## src/tcv_pkg.sv

```systemverilog
// shared constants for the timer channel register view
package tcv_pkg;

	// channel count and address layout
	localparam int TCV_NCH = 3;
	localparam int TCV_AW = 8;
	localparam logic [TCV_AW-1:0] TCV_CH_STRIDE = 8'h40;

	// per-channel word offsets inside one 0x40 slot
	localparam logic [5:0] OFS_LIVE = 6'h10;
	localparam logic [5:0] OFS_CAP_A = 6'h14;
	localparam logic [5:0] OFS_CAP_B = 6'h18;
	localparam logic [5:0] OFS_CMP_C = 6'h1C;
	localparam logic [5:0] OFS_STATUS = 6'h20;

	// block-level interrupt registers, above the channel slots
	localparam logic [TCV_AW-1:0] ADDR_IRQ_PEND = 8'hD0;
	localparam logic [TCV_AW-1:0] ADDR_IRQ_MASK = 8'hD4;

	// status word bit positions
	localparam int SB_OUT_B_MIR = 18;
	localparam int SB_OUT_A_MIR = 17;
	localparam int SB_CLK_EN = 16;
	localparam int SB_EXT_TRIG = 7;
	localparam int SB_B_LOAD = 6;
	localparam int SB_A_LOAD = 5;
	localparam int SB_C_CMP = 4;
	localparam int SB_B_CMP = 3;
	localparam int SB_A_CMP = 2;
	localparam int SB_LOAD_OVR = 1;
	localparam int SB_CNT_OVF = 0;
	localparam int TCV_NFLAG = 8;

	// values after reset
	localparam logic [15:0] RST_REG16 = 16'h0000;
	localparam logic [TCV_NFLAG-1:0] RST_FLAGS = 8'h00;
	localparam logic [23:0] RST_IRQ = 24'h000000;
	localparam logic [31:0] RST_RDATA = 32'h00000000;

endpackage

```

## src/tcv_top.sv

```systemverilog
`timescale 1ns/1ps
`default_nettype none

// Summary of operation
// RULE_01 - live count reads as 16-bit current counter value, upper bits zero
// RULE_02 - registers a and b writable only in waveform mode, read-only in capture
// RULE_03 - register a holds 16 bits and reads back its present content
// RULE_04 - register b holds 16 bits and reads back its present content
// RULE_05 - register c is 16-bit read/write in all modes, resets to zero
// RULE_06 - status bit 18 output b mirror, 17 output a mirror, 16 clock enabled
// RULE_07 - status low byte: trigger, b load, a load, c/b/a compare, overrun, overflow
// RULE_08 - reading status clears its event flags and matching pending interrupt bits
// RULE_09 - overrun sets when a or b loads twice unread in capture mode
// RULE_10 - a/b compare flags only in waveform, load flags only in capture mode
// RULE_11 - mirrors show sensed pin in capture, driven level in waveform
// RULE_12 - writes to read-only status or capture registers in capture change nothing
module tcv_top
	import tcv_pkg::*;
(
	input wire logic ref_clk, // system clock, 50 MHz
	input wire logic rst_n, // synchronous reset, active low
	input wire logic ce, // clock enable, freezes all state
	input wire logic [TCV_AW-1:0] addr, // register byte address
	input wire logic [31:0] wdata, // write data
	input wire logic wr, // write strobe
	input wire logic rd, // read strobe
	output logic [31:0] rdata, // read data, cycle after rd
	output logic irq, // level interrupt
	input wire logic [TCV_NCH-1:0] wave, // per channel waveform mode
	input wire logic [TCV_NCH-1:0] clk_on, // per channel clock enabled
	input wire logic [TCV_NCH*16-1:0] live_count, // counter values
	input wire logic [TCV_NCH*16-1:0] cap_val, // capture values
	input wire logic [TCV_NCH-1:0] ev_ovf, // overflow pulses
	input wire logic [TCV_NCH-1:0] ev_cmp_a, // a compare pulses
	input wire logic [TCV_NCH-1:0] ev_cmp_b, // b compare pulses
	input wire logic [TCV_NCH-1:0] ev_cmp_c, // c compare pulses
	input wire logic [TCV_NCH-1:0] ev_ld_a, // a load pulses
	input wire logic [TCV_NCH-1:0] ev_ld_b, // b load pulses
	input wire logic [TCV_NCH-1:0] ev_trig, // external trigger pulses
	input wire logic [TCV_NCH-1:0] channel_io_a, // io a pin levels
	input wire logic [TCV_NCH-1:0] channel_io_b, // io b pin levels
	input wire logic [TCV_NCH-1:0] drive_a, // io a driven levels
	input wire logic [TCV_NCH-1:0] drive_b, // io b driven levels
	output logic [TCV_NCH*16-1:0] reg_a_out, // register a to engine
	output logic [TCV_NCH*16-1:0] reg_b_out, // register b to engine
	output logic [TCV_NCH*16-1:0] reg_c_out // register c to engine
);

	// true when addr hits offset ofs of channel ch
	function automatic logic chan_hit(
		input logic [TCV_AW-1:0] a,
		input int ch,
		input logic [5:0] ofs
	);
		logic [TCV_AW-1:0] base;
		base = TCV_AW'(ch) * TCV_CH_STRIDE;
		chan_hit = (a == (base | {2'b00, ofs}));
	endfunction

	// pin synchronisers, two stages each; only stage two is read
	logic [TCV_NCH-1:0] io_a_s1;
	logic [TCV_NCH-1:0] io_a_s2;
	logic [TCV_NCH-1:0] io_b_s1;
	logic [TCV_NCH-1:0] io_b_s2;
	logic [TCV_NCH-1:0] next_io_a_s1;
	logic [TCV_NCH-1:0] next_io_a_s2;
	logic [TCV_NCH-1:0] next_io_b_s1;
	logic [TCV_NCH-1:0] next_io_b_s2;

	// channel register views
	logic [15:0] ra [TCV_NCH];
	logic [15:0] rb [TCV_NCH];
	logic [15:0] rc [TCV_NCH];
	logic [TCV_NFLAG-1:0] flg [TCV_NCH];
	logic [TCV_NFLAG-1:0] evs [TCV_NCH];
	logic [31:0] status_word [TCV_NCH];
	logic [TCV_NCH-1:0] rd_sr;

	// interrupt and bus state
	logic [23:0] irq_pend;
	logic [23:0] irq_mask;
	logic [23:0] next_pend;
	logic [23:0] next_mask;
	logic [23:0] pend_set;
	logic [23:0] pend_rd_clr;
	logic next_irq;
	logic [31:0] next_rdata;

	// synchroniser next values: stage two sees only stage one
	always_comb begin
		next_io_a_s1 = channel_io_a;
		next_io_b_s1 = channel_io_b;
		next_io_a_s2 = io_a_s1;
		next_io_b_s2 = io_b_s1;
	end

	// synchroniser registers
	always_ff @(posedge ref_clk) begin
		if (!rst_n) begin
			io_a_s1 <= '0;
			io_a_s2 <= '0;
			io_b_s1 <= '0;
			io_b_s2 <= '0;
		end else if (ce) begin
			io_a_s1 <= next_io_a_s1;
			io_a_s2 <= next_io_a_s2;
			io_b_s1 <= next_io_b_s1;
			io_b_s2 <= next_io_b_s2;
		end
	end

	// one register set per channel, repeated at the channel stride
	for (genvar g = 0; g < TCV_NCH; g++) begin : g_ch
		logic mir_a;
		logic mir_b;

		// mirror picks the pin in capture mode, the drive in waveform
		assign mir_a = wave[g] ? drive_a[g] : io_a_s2[g]; // [RULE_11]
		assign mir_b = wave[g] ? drive_b[g] : io_b_s2[g]; // [RULE_11]

		assign rd_sr[g] = rd & chan_hit(addr, g, OFS_STATUS); // [RULE_08]

		tcv_chan u_chan (
			.ref_clk(ref_clk),
			.rst_n(rst_n),
			.ce(ce),
			.wave(wave[g]),
			.wr_a(wr & chan_hit(addr, g, OFS_CAP_A)),
			.wr_b(wr & chan_hit(addr, g, OFS_CAP_B)),
			.wr_c(wr & chan_hit(addr, g, OFS_CMP_C)),
			.rd_a(rd & chan_hit(addr, g, OFS_CAP_A)),
			.rd_b(rd & chan_hit(addr, g, OFS_CAP_B)),
			.rd_sr(rd_sr[g]),
			.wdata(wdata[15:0]),
			.cap_val(cap_val[g*16 +: 16]),
			.ev_ovf(ev_ovf[g]),
			.ev_cmp_a(ev_cmp_a[g]),
			.ev_cmp_b(ev_cmp_b[g]),
			.ev_cmp_c(ev_cmp_c[g]),
			.ev_ld_a(ev_ld_a[g]),
			.ev_ld_b(ev_ld_b[g]),
			.ev_trig(ev_trig[g]),
			.capture_reg_a(ra[g]),
			.capture_reg_b(rb[g]),
			.period_compare_reg_c(rc[g]),
			.flags(flg[g]),
			.ev_set(evs[g])
		);

		// status word layout; bits not listed read zero
		always_comb begin
			status_word[g] = '0;
			status_word[g][SB_OUT_B_MIR] = mir_b; // [RULE_06]
			status_word[g][SB_OUT_A_MIR] = mir_a; // [RULE_06]
			status_word[g][SB_CLK_EN] = clk_on[g]; // [RULE_06]
			status_word[g][TCV_NFLAG-1:0] = flg[g]; // [RULE_07]
		end

		// flop outputs of the sub-block feed the engine directly
		assign reg_a_out[g*16 +: 16] = ra[g];
		assign reg_b_out[g*16 +: 16] = rb[g];
		assign reg_c_out[g*16 +: 16] = rc[g];

		// pending bits follow the flags; a status read clears its slice
		assign pend_set[g*TCV_NFLAG +: TCV_NFLAG] = evs[g];
		assign pend_rd_clr[g*TCV_NFLAG +: TCV_NFLAG] = {TCV_NFLAG{rd_sr[g]}}; // [RULE_08]
	end

	// read mux; unmapped addresses and cycles without rd answer zero
	always_comb begin
		next_rdata = RST_RDATA;
		if (rd) begin
			for (int c = 0; c < TCV_NCH; c++) begin
				if (chan_hit(addr, c, OFS_LIVE)) begin
					next_rdata = {16'h0000, live_count[c*16 +: 16]}; // [RULE_01]
				end
				if (chan_hit(addr, c, OFS_CAP_A)) begin
					next_rdata = {16'h0000, ra[c]}; // [RULE_03]
				end
				if (chan_hit(addr, c, OFS_CAP_B)) begin
					next_rdata = {16'h0000, rb[c]}; // [RULE_04]
				end
				if (chan_hit(addr, c, OFS_CMP_C)) begin
					next_rdata = {16'h0000, rc[c]}; // [RULE_05]
				end
				if (chan_hit(addr, c, OFS_STATUS)) begin
					next_rdata = status_word[c]; // [RULE_07]
				end
			end
			if (addr == ADDR_IRQ_PEND) begin
				next_rdata = {8'h00, irq_pend};
			end
			if (addr == ADDR_IRQ_MASK) begin
				next_rdata = {8'h00, irq_mask};
			end
		end
	end

	// interrupt pending/mask; a new event wins over any clear
	// status writes fall through here untouched, the flags have no write path
	always_comb begin
		next_pend = irq_pend & ~pend_rd_clr; // [RULE_08] [RULE_12]
		if (wr && addr == ADDR_IRQ_PEND) begin
			next_pend = next_pend & ~wdata[23:0];
		end
		next_pend = next_pend | pend_set;
		next_mask = irq_mask;
		if (wr && addr == ADDR_IRQ_MASK) begin
			next_mask = wdata[23:0];
		end
		// computed from next values so irq has no extra cycle of lag
		next_irq = |(next_pend & next_mask);
	end

	// bus and interrupt registers
	always_ff @(posedge ref_clk) begin
		if (!rst_n) begin
			irq_pend <= RST_IRQ;
			irq_mask <= RST_IRQ;
			irq <= 1'b0;
			rdata <= RST_RDATA;
		end else if (ce) begin
			irq_pend <= next_pend;
			irq_mask <= next_mask;
			irq <= next_irq;
			rdata <= next_rdata;
		end
	end

endmodule

`default_nettype wire

```

## src/tcv_chan.sv

```systemverilog
`timescale 1ns/1ps
`default_nettype none

// one channel: capture/compare registers, event flags, overrun tracking
module tcv_chan
	import tcv_pkg::*;
(
	input wire logic ref_clk, // system clock
	input wire logic rst_n, // synchronous reset, active low
	input wire logic ce, // clock enable, freezes state when low
	input wire logic wave, // 1 waveform mode, 0 capture mode
	input wire logic wr_a, // software write of register a
	input wire logic wr_b, // software write of register b
	input wire logic wr_c, // software write of register c
	input wire logic rd_a, // software read of register a
	input wire logic rd_b, // software read of register b
	input wire logic rd_sr, // software read of status
	input wire logic [15:0] wdata, // write data, low half
	input wire logic [15:0] cap_val, // value captured by the engine
	input wire logic ev_ovf, // counter overflow pulse
	input wire logic ev_cmp_a, // register a compare pulse
	input wire logic ev_cmp_b, // register b compare pulse
	input wire logic ev_cmp_c, // register c compare pulse
	input wire logic ev_ld_a, // register a load pulse
	input wire logic ev_ld_b, // register b load pulse
	input wire logic ev_trig, // external trigger pulse
	output logic [15:0] capture_reg_a, // register a content
	output logic [15:0] capture_reg_b, // register b content
	output logic [15:0] period_compare_reg_c, // register c content
	output logic [TCV_NFLAG-1:0] flags, // sticky event flags
	output logic [TCV_NFLAG-1:0] ev_set // events raised this cycle
);

	logic [15:0] next_a;
	logic [15:0] next_b;
	logic [15:0] next_c;
	logic [TCV_NFLAG-1:0] next_flags;
	logic unread_a;
	logic unread_b;
	logic next_unread_a;
	logic next_unread_b;
	logic ld_a;
	logic ld_b;

	// loads count only in capture mode
	assign ld_a = ev_ld_a & ~wave; // [RULE_10]
	assign ld_b = ev_ld_b & ~wave; // [RULE_10]

	// event qualification per mode
	always_comb begin
		ev_set = '0;
		ev_set[SB_EXT_TRIG] = ev_trig;
		ev_set[SB_B_LOAD] = ld_b; // [RULE_10]
		ev_set[SB_A_LOAD] = ld_a; // [RULE_10]
		ev_set[SB_C_CMP] = ev_cmp_c;
		ev_set[SB_B_CMP] = ev_cmp_b & wave; // [RULE_10]
		ev_set[SB_A_CMP] = ev_cmp_a & wave; // [RULE_10]
		// a read in the same cycle takes the old value, so no overrun then
		ev_set[SB_LOAD_OVR] = (ld_a & unread_a & ~rd_a) | (ld_b & unread_b & ~rd_b); // [RULE_09]
		ev_set[SB_CNT_OVF] = ev_ovf;
	end

	// register and flag next values; set beats a clearing read
	always_comb begin
		next_a = capture_reg_a;
		next_b = capture_reg_b;
		next_c = period_compare_reg_c;
		if (ld_a) begin
			next_a = cap_val;
		end else if (wr_a && wave) begin // [RULE_02] [RULE_12]
			next_a = wdata; // [RULE_03]
		end
		if (ld_b) begin
			next_b = cap_val;
		end else if (wr_b && wave) begin // [RULE_02] [RULE_12]
			next_b = wdata; // [RULE_04]
		end
		if (wr_c) begin
			next_c = wdata; // [RULE_05]
		end
		next_unread_a = ld_a | (unread_a & ~rd_a); // [RULE_09]
		next_unread_b = ld_b | (unread_b & ~rd_b); // [RULE_09]
		next_flags = (rd_sr ? RST_FLAGS : flags) | ev_set; // [RULE_08]
	end

	// state registers
	always_ff @(posedge ref_clk) begin
		if (!rst_n) begin
			capture_reg_a <= RST_REG16;
			capture_reg_b <= RST_REG16;
			period_compare_reg_c <= RST_REG16; // [RULE_05]
			flags <= RST_FLAGS;
			unread_a <= 1'b0;
			unread_b <= 1'b0;
		end else if (ce) begin
			capture_reg_a <= next_a;
			capture_reg_b <= next_b;
			period_compare_reg_c <= next_c;
			flags <= next_flags;
			unread_a <= next_unread_a;
			unread_b <= next_unread_b;
		end
	end

endmodule

`default_nettype wire

```

## config.mk

```make
export PLATFORM = sky130hd
export DESIGN_NAME = tcv_top
export DESIGN_NICKNAME = d
export VERILOG_FILES = /design/src/tcv_pkg.sv /design/src/tcv_top.sv /design/src/tcv_chan.sv
export SDC_FILE = /design/constraint.sdc
export NUM_CORES = 1
export LEC_CHECK = 0
export ABC_AREA = 1
export ABC_CLOCK_PERIOD_IN_PS = 1930
export BUFFER_PORTS_ARGS = -buffer_cell sky130_fd_sc_hd__buf_2
export CAP_MARGIN = 20
export CORE_MARGIN = 5
export CORE_UTILIZATION = 49
export DETAILED_ROUTE_END_ITERATION = 12
export GPL_TIMING_DRIVEN = 0
export PLACE_DENSITY = 0.74
export SLEW_MARGIN = 25
export SYNTH_ARGS = -nofsm -noshare
export SYNTH_HDL_FRONTEND = slang
export SYNTH_SLANG_ARGS = --single-unit
```

## constraint.sdc

```tcl
create_clock -name ref_clk -period 1.93 [get_ports ref_clk]
set_input_delay 0.2895 -clock ref_clk [delete_from_list [all_inputs] [get_ports ref_clk]]
set_output_delay 0.2895 -clock ref_clk [all_outputs]
set_load 0.02 [all_outputs]
```

**Word level (Yosys, flattened, before mapping)**

Cells that the tools add are included.

- Bits in registers: 267
- Bits of input ports: 180
- Output and inout port bits: 177
- Word-level logic and storage cells: 183

- Eq/ne operators: 17
- Muxes and demuxes: 41
- Bitwise gates (word level): 75
- Reductions and logical operators: 24

Operator list:

| cell | count |
|---|---|
| two-way mux 32 bit | 17 |
| two-way mux 16 bit | 13 |
| bitwise AND 24 bit | 3 |
| == test 8 bit, second input constant | 7 |
| bitwise AND 1 bit | 48 |
| two-way mux 24 bit | 2 |
| NOT 24 bit | 2 |
| == test 8 x 7 -> 1 bit, second input constant | 5 |
| == test 8 x 5 -> 1 bit, second input constant | 4 |
| two-way mux 8 bit | 3 |
| OR 24 bit | 1 |
| OR 8 bit | 3 |
| OR reduction 24 bit | 1 |
| AND reduction 2 bit | 9 |
| nonzero test 2 bit | 6 |
| NOT 1 bit | 9 |
| OR 1 bit | 9 |
| == test 8 x 6 -> 1 bit, second input constant | 1 |
| logical AND 1 bit | 8 |
| two-way mux 1 bit | 6 |

**Logic depth before layout (Yosys ltp)**

Gate-level depths: netlist of run 1.

- Word-level depth: 19
- Depth in mapped cells: 18
- Depth with buffers taken out: 18

**Hierarchy**

Synthesis of run 1 repeated with hierarchy kept, for this count alone.

- Cells, all modules: 2361
- Area, all modules: 14958.1 um^2

By module, submodules not included:

| module | times used | cells each | area an instance (um^2) | seq. area each (um^2) |
|---|---|---|---|---|
| tcv_chan | 3 | 398 | 2758.9 | 1161.1 |
| tcv_top | 1 | 1167 | 6681.4 | 1701.6 |

**Worst setup path before layout of run 1**

No wires, ideal clock.

- Kind: input to register
- From: input addr[2]
- To: register rdata[4]
- Library setup time: 0.132 ns
- Arrival time: 1.683 ns
- Required time: 1.798 ns
- Setup slack: 0.115 ns
- Stages: 16
- Path buffers: 1
- Cell sequence: buf_6 nor2_4 nand2_4 inv_2 nand2_2 nor2_4 inv_1 or2_2 nand2_1 nand3b_1 nand2_1 nand2_1 nand2_1 nand2_1 nand2_1 a21oi_1

- Word-level cells in the longest chain between the ends: 19
- Elaborated cells between the ends (all ways): 35

RTL lines:

| item | RTL line | RTL |
|---|---|---|
| start: declaration | tcv_top.sv:23 | `input wire logic [TCV_AW-1:0] addr,` |
| == test 8 x 5 -> 1 bit | tcv_top.sv:57 | `chan_hit = (a == (base \| {2'b00, ofs}));` |
| two-way mux 16 bit | tcv_top.sv:174 | `if (chan_hit(addr, c, OFS_LIVE)) begin` |
| two-way mux 32 bit | tcv_top.sv:177 | `if (chan_hit(addr, c, OFS_CAP_A)) begin` |
| two-way mux 32 bit | tcv_top.sv:180 | `if (chan_hit(addr, c, OFS_CAP_B)) begin` |
| two-way mux 32 bit | tcv_top.sv:183 | `if (chan_hit(addr, c, OFS_CMP_C)) begin` |
| two-way mux 32 bit | tcv_top.sv:186 | `if (chan_hit(addr, c, OFS_STATUS)) begin` |
| two-way mux 32 bit | tcv_top.sv:174 |  |
| two-way mux 32 bit | tcv_top.sv:177 |  |
| (+3 left out) | - |  |
| two-way mux 32 bit | tcv_top.sv:174 |  |
| two-way mux 32 bit | tcv_top.sv:177 |  |
| two-way mux 32 bit | tcv_top.sv:180 |  |
| two-way mux 32 bit | tcv_top.sv:183 |  |
| two-way mux 32 bit | tcv_top.sv:186 |  |
| two-way mux 32 bit | tcv_top.sv:190 | `if (addr == ADDR_IRQ_PEND) begin` |
| two-way mux 32 bit (*) | tcv_top.sv:193 | `if (addr == ADDR_IRQ_MASK) begin` |
| two-way mux 32 bit (*) | tcv_top.sv:172 | `if (rd) begin` |
| end signal: assignment | tcv_top.sv:226 | `rdata <= next_rdata;` |
| end: declaration | tcv_top.sv:27 | `output logic [31:0] rdata,` |

Mark *: on every way between the ends. The rest lies on a longest branch, timed or not.
A chain may end at the register's enable or synchronous reset.

==> results.md, run 1 <==
* Ratio of cells with drive above 1 in the final layout at 0.206
* Leakage at 8.19 nW
* RSZ-0062 raised after global routing: true
* Worst Tran Pin Value at 1240 ps
* Worst Hold End: g_ch[0].u_chan.flags[2]
* Seq cells post-synth at 259
* Worst Hold Path Cells at 3
* R2r worst-path depth at 12
* Setup TNS at -8.12 ps
* Worst path most repeated cell: clkbuf_1
* Drt pass-1 iters at 7
* Post-Synthesis Cells at 2119
* Period minus WS final at ~1900 ps
* DR WL/cell at 23.0 um
* Period utilisation layout at 1.00
* Clock transition at path regs at 60 ps
* CP max FO at 10
* Synth Cell Area at 13800 um2
* Crit path launch type: input pin
* Slew Viols, Final at 0
* Gpl congestion at approximately 1.0
* # setup viols final at 1
* WP buf/inv at 3
* Crit path cell chain: clkbuf_1 -> clkbuf_1 -> clkbuf_1 -> o21ai_0 -> a31oi_1
* Setup slack after layout at -8.12 ps
* Worst hold path class: input pin to register
* Final WL at 66.7 mm
* R2r startpoint: g_ch[0].u_chan.capture_reg_b[7]
* Total number of vias at 17200
* First-pass GRT wire length at between 90 and 100 mm
* Final Skew at 18.9 ps
* Critical Path End Type: register
* DR vias/cell at 5.94
* Cts bufs inserted at 29
* Async set-reset flop share out of synthesis at 0
* Hpwl dp at 50.9 mm
* Outcome: finished, violations left
* Largest net degree at the start of global routing at 15
* Cell family with most CP delay: buffers and inverters
* Max VDD drop at 0.631 mV
* Antenna-violating nets left at 0
* Vias in the first global route at between 15000 and 20000
* Max incr delay on CP at 670 ps
* Core area at between 20000 and 30000 um2
* Fin util at 0.620
* Post-synth EDFFs at 0
* DIE AREA at 31600 um2
* H-tree Lvls at 1
* Req. time, crit path at 2410 ps
* Final hold violation count at 0
* Critical Path AT at 2420 ps
* Max Cap Viol at 0
* Area growth syn-to-layout at 24.9%
* Starting Density at 0.496
* Clk sinks at 259
* Seq/Total Area, Yosys at 0.376
* IO Port Bufs at roughly 320
* Final net count at 2679
* Initial antenna violation count at 5
* Yosys cell types at 43
* Die width at 178 um
* Die Ht at 178 um
* GRT Total Usage at 0.405
* CTS tree: done
* Top_reg_cell synth: dfxtp_1
* Synthesis Warnings at 0
* Total gr overflow at 0
* Failing checks: negative setup slack
* Final Power at 13.2 mW
* Worst slew margin at 0.175
* Core Rows at 61
* Reg-to-reg critical path endpoint: rdata[7]
* Boundary pin count at 357
* Worst path slowest cell: clkbuf_1
* Clk buf depth at 3
* Highest clock rate at 516 MHz
* Pwr dens at 766 nW/um2
* DRC viols at 0
* Skew-Pair Late Insertion Delay at 570 ps
* Clock root buffer master: clkbuf_16
* WS Path Type: input pin to register
* Syn avg cell area at 6.51 um2
* Reg2reg setup slack at 160 ps
* Iteration-0 DRC Markers at 2173
* Hold Startpoint: ev_cmp_a[0]
-- worst reg2reg max path, stage by stage, from the launching register on --
cell	delay, ps
dfxtp_1	330
nand3_1	80
nand3_1	130
nor2_2	190
nand2_1	70
nand2_1	70
nand3_2	110
nand2_2	140
nand4_1	90
nand2_1	170
nand3_2	120
nand2_1	90
a21oi_1	60
-- flip-flops by register name, indices dropped and copies added, names as in the netlist, 24 cells and up --
register and cells:
g_ch.u_chan.capture_reg_a 48, g_ch.u_chan.capture_reg_b 48, g_ch.u_chan.flags 24, g_ch.u_chan.period_compare_reg_c 48, irq_mask 24, irq_pend 24, rdata 24
-- per-layer routing --
layer | wire length (um) | vias to the layer above | share of wire | GRT usage
li1 | - | 7782 | - | -
met1 | 26200 | 7929 | 0.39 | 0.547
met2 | 27600 | 1253 | 0.41 | 0.598
met3 | 8770 | 262 | 0.13 | 0.100
met4 | 4190 | 4 | 0.063 | 0.213
met5 | 23 | - | 0.00034 | 0
-- report_power, final --
group / internal [mW] / switching, mW / total, mW
Clock: 3.12 / 2.38 / 5.50
Combinational: 0.576 / 1.34 / 1.91
Sequential: 5.58 / 0.192 / 5.77
Total: 9.27 / 3.91 / 13.2
-- worst max-delay path by stage --
stage,end,depth (start not counted),startpoint,slack (ps)
floorplan,rdata[4],16,addr[2],110
CTS,rdata[7],18,addr[2],1
finish,g_ch[1].u_chan.capture_reg_a[2],5,rst_n,-8
detailed placement,rdata[10],14,addr[2],-1080
global route,rdata[7],18,addr[4],-50
global placement,rdata[10],14,addr[2],-1080
-- logic make-up after synthesis --
| logic type | share of synthesized area |
|---|---|
| AOI/OAI and AO/OA | 0.238 |
| buffers and inverters | 0.112 |
| DFF | 0.376 |
| muxes | 0.00145 |
| other | 0.000272 |
| and+or+nand+nor | 0.272 |
-- Yosys cell counts, types with 2 or more instances --
| library cell | instances | area share |
|---|---|---|
| nand2_1 | 513 | 0.14 |
| dfxtp_1 | 259 | 0.38 |
| o21ai_0 | 247 | 0.090 |
| inv_1 | 198 | 0.054 |
| a21oi_1 | 169 | 0.061 |
| nand3_1 | 156 | 0.057 |
| nor2_1 | 130 | 0.035 |
| clkbuf_1 | 108 | 0.029 |
| a31oi_1 | 98 | 0.044 |
| o21ai_1 | 28 | 0.010 |
| o211ai_1 | 22 | 0.012 |
| inv_2 | 19 | 0.0052 |
| buf_2 | 17 | 0.0062 |
| o22ai_1 | 17 | 0.0077 |
| buf_1 | 16 | 0.0044 |
| nand4_1 | 14 | 0.0064 |
| or2_2 | 14 | 0.0064 |
| buf_4 | 12 | 0.0065 |
| nand2_2 | 11 | 0.0050 |
| nor2_4 | 9 | 0.0074 |
| buf_6 | 7 | 0.0057 |
| nand3b_1 | 7 | 0.0038 |
| nor2_2 | 6 | 0.0027 |
| nor3_1 | 6 | 0.0022 |
| a211oi_1 | 4 | 0.0022 |
| a31o_1 | 4 | 0.0025 |
| or2_0 | 4 | 0.0018 |
| o31ai_1 | 3 | 0.0016 |
| a31o_2 | 2 | 0.0013 |
| clkinv_1 | 2 | 0.00054 |
| mux2i_1 | 2 | 0.0015 |
| nand2_4 | 2 | 0.0016 |
| o2111ai_1 | 2 | 0.0013 |
| o21bai_1 | 2 | 0.0011 |
-- what timing repair did --
action	in CTS	in global routing
endpoints found under the hold margin	6	0
pin swaps	3	7
endpoints found under the setup margin	10	67
hold buffers	6	0
setup buffers	5	15
gates resized for setup	24	39
-- layout by cell type (no fill, tap or decap), types with 5 or more instances in the layout --
cell type      count
o21ai_0          246
nor2_4            12
o21ai_1           29
nor2_2             6
nor3_1             5
nand3_1          151
nand2_1          504
dfxtp_1          259
buf_4             34
inv_1            197
buf_1             14
clkbuf_16         29
o211ai_1          22
a21oi_1          166
nand3b_1           7
a31oi_1           98
nand4_1           14
nand3_2            5
clkbuf_1         108
buf_6              7
buf_2            327
clkbuf_2           6
or2_2             14
nor2_1           127
dlygate4sd3_1      6
clkbuf_8           6
conb_1             8
nand2_4            7
o22ai_1           14
clkinv_2           8
nand2_2           15
inv_2             17
-- per-stage QoR --
step	hold slack (ps)	std cells	setup slack [ps]	instance area, um2
after floorplan	424	2126	115	13800
after global placement	446	2820	-1080	15900
after detailed placement	456	2820	-1080	15900
after CTS	7.06	2883	1.22	17000
after global routing	25.3	2901	-51.0	17200
final	18.9	2901	-8.12	17200
-- final cells by class --
type | instances | area (um2)
clock inverters | 11 | 87.6
well taps | 378 | 473
clock buffers | 41 | 831
fillers | 2803 | 10600
diodes | 3 | 7.51
multi-input cells | 1487 | 7230
flip-flops and latches | 259 | 5180
plain buffers | 160 | 759
repair buffers | 342 | 1800
inverters | 220 | 838
Power figures use the tool's default switching activity.
==> run 2: changes to the inputs <==
==> constraint.sdc (replaced) <==
create_clock -name ref_clk -period 1.93 [get_ports ref_clk]
set_input_delay 0.0965 -clock ref_clk [delete_from_list [all_inputs] [get_ports ref_clk]]
set_output_delay 0.0965 -clock ref_clk [all_outputs]
set_load 0.02 [all_outputs]
==> run 2 against run 1 <==
  * The flow now finishes without violations
  * Largest power group unchanged
  * Critical endpoint is now rdata[15]
  * Clock power about the same
  * Sequential power about the same
  * Register-to-register slack worse by 80 ps
  * Final cell count up 2.2%
  * Maximum frequency up 2.6%
  * Critical path type unchanged
  * Via count up 2.1%
  * Non-clock buffer count up 64
  * Largest cell class unchanged
  * Worst setup slack better by 49 ps
  * Total power up 1.0%
  * Sequential share of layout area down 0.93 points
==> results.md, run 2 (synthesis gave the netlist of run 1 again) <==
* Core area at 27800 um2
* Die width at 178 um
* Crit. path cell count at 13
* Top Registers: g_ch.u_chan.capture_reg_a (48), g_ch.u_chan.capture_reg_b (48), g_ch.u_chan.period_compare_reg_c (48)
* Leakage at 8.35 nW
* Outcome: completed
* Pwr dens at 750 nW/um2
* Clock root buffer master: clkbuf_16
* Internal power at about 9.4 mW
* Period minus WS final at 1890 ps
* Slew Viols, Final at 0
* RSZ-0062 raised after global routing: true
* Ratio of cells with drive above 1 in the final layout at 0.188
* First-pass GRT wire length at ~99 mm
* Crit path launch type: input pin
* Worst path slowest cell: o22ai_1
* Switching Share at 0.297
* Cell family with most CP delay: simple AND/OR/NAND/NOR gates
* Filler instances at 2707
* Critical Path AT at 2330 ps
* Pre-CTS WS at -886 ps
* Worst Tran Pin Value at about 1200 ps
* Total number of vias at between 15000 and 20000
* Area growth syn-to-layout at 28.9%
* Period utilisation layout at 0.979
* Max incr delay on CP at just under 500 ps
* Worst hold path class: input pin to register
* H-tree Lvls at 1
* CP max FO at 10
* Crit path cell chain: buf_2 -> buf_6 -> nand2_2 -> nor2_4 -> nand2_2 -> buf_2 -> o22ai_1 -> a21o_1 -> nand4_1 -> nand2_1 -> nand2_1 -> nand2_1 -> a21oi_1
* Core Rows at 61
* Final Skew at 23.2 ps
* Largest net degree at the start of global routing at 15
* IO Port Bufs at 316
* Clock transition at path regs at roughly 60 ps
* WP buf/inv at 3
* CTS tree: done
* Max Cap Viol at 0
* Max VDD drop at 0.632 mV
* Antenna-violating nets left at 0
* Die Ht at 178 um
* Highest clock rate at about 530 MHz
* # setup viols final at 0
* DRC viols at 0
* Iteration-0 DRC Markers at ~2500
* Final WL at just under 70 mm
* Hpwl dp at 50.9 mm
* Starting Density at 0.496
* P_sw at 3.95 mW
* Worst slew margin at 0.175
* Setup TNS at 0 ps
* DR WL/cell at 22.8 um
* Cts bufs inserted at 29
* Final hold violation count at 0
* DR vias/cell at slightly below 6
* Fin cells at 2966
* Total gr overflow at 0
* Fin util at 0.640
* Clock share of power at 0.414
* Critical Path End Type: register
* Vias in the first global route at roughly 16000
* DIE AREA at 31600 um2
* GRT Total Usage at 0.412
* Boundary pin count at ~360
* Clk sinks at ~260
* Drt pass-1 iters at 6
* Placed cell area at about 16000 um2
* Worst Hold Path Cells at 5
* R2r startpoint: g_ch[0].u_chan.capture_reg_b[7]
* Combinational power share at 0.153
* Reg2reg setup slack at 80 ps
* Most frequent cells in the layout: 509 x nand2_1, 333 x buf_2, 259 x dfxtp_1, 247 x o21ai_0, 198 x inv_1
* Seq pwr share at 0.433
* Post-route cell area at 17800 um2
* Dpl cells at 2820
* Final Power at 13.3 mW
* Clk buf depth at 3
* Hold WS at 14.1 ps
* Commonest non-fill, non-tap cell in the layout: nand2_1
* Setup slack after layout at between 40 and 50 ps
* Req. time, crit path at 2370 ps
* Gpl congestion at 1.04
* Initial antenna violation count at 5
* Hold Startpoint: wdata[12]
* Skew-Pair Late Insertion Delay at roughly 570 ps
* Final net count at 2743
* R2r worst-path depth at 12
* Crit. Startpoint: addr[2]
* WS Path Type: input pin to register
* Worst path most repeated cell: nand2_1
-- run 2: layer usage --
layer / share of wire / GRT usage
met1: 0.39 / 0.546
met4: 0.062 / 0.222
met5: 0.00040 / 0
met2: 0.42 / 0.614
met3: 0.13 / 0.107
-- run 2: path summary, 6_finish.rpt --
path | to
worst max-delay path | rdata[15]
worst min-delay path | irq_pend[12]
worst max register to register | rdata[7]
worst min register to register | rdata[17]
-- run 2: power by group through the flow --
stage | Combinational [mW] | Clock, mW | Sequential [mW]
2_1_floorplan | 0.907 | 0 | 5.95
4_1_cts | 1.94 | 5.48 | 5.76
6_report | 2.03 | 5.52 | 5.77
3_5_place_dp | 1.80 | 0 | 5.87
5_1_grt | 2.17 | 5.71 | 5.79
3_3_place_gp | 1.78 | 0 | 5.87
-- run 2: repair_timing --
item,CTS,global route
gates resized for setup,5,13
hold buffers,86,0
hold endpoints to repair,140,0
buffers inserted,0,4
setup endpoints to repair,2,6
pin swaps,0,2
-- run 2: layout make-up --
class | count | area (um2) | area share
timing repair buffer | 406 | 2470 | 0.139
buffer | 160 | 723 | 0.0407
inverter | 220 | 827 | 0.0465
clock buffer | 41 | 831 | 0.0468
sequential | 259 | 5180 | 0.292
antenna | 4 | 10.0 | 0.000563
clock inverter | 11 | 87.6 | 0.00493
tap | 378 | 473 | 0.0266
multi-input combinational | 1487 | 7160 | 0.403
-- run 2: tightest hold or removal path, stage by stage --
cell and delay [ps]:
buf_2 120, nand3_1 80, a31o_1 150, o21ai_0 70, inv_1 50
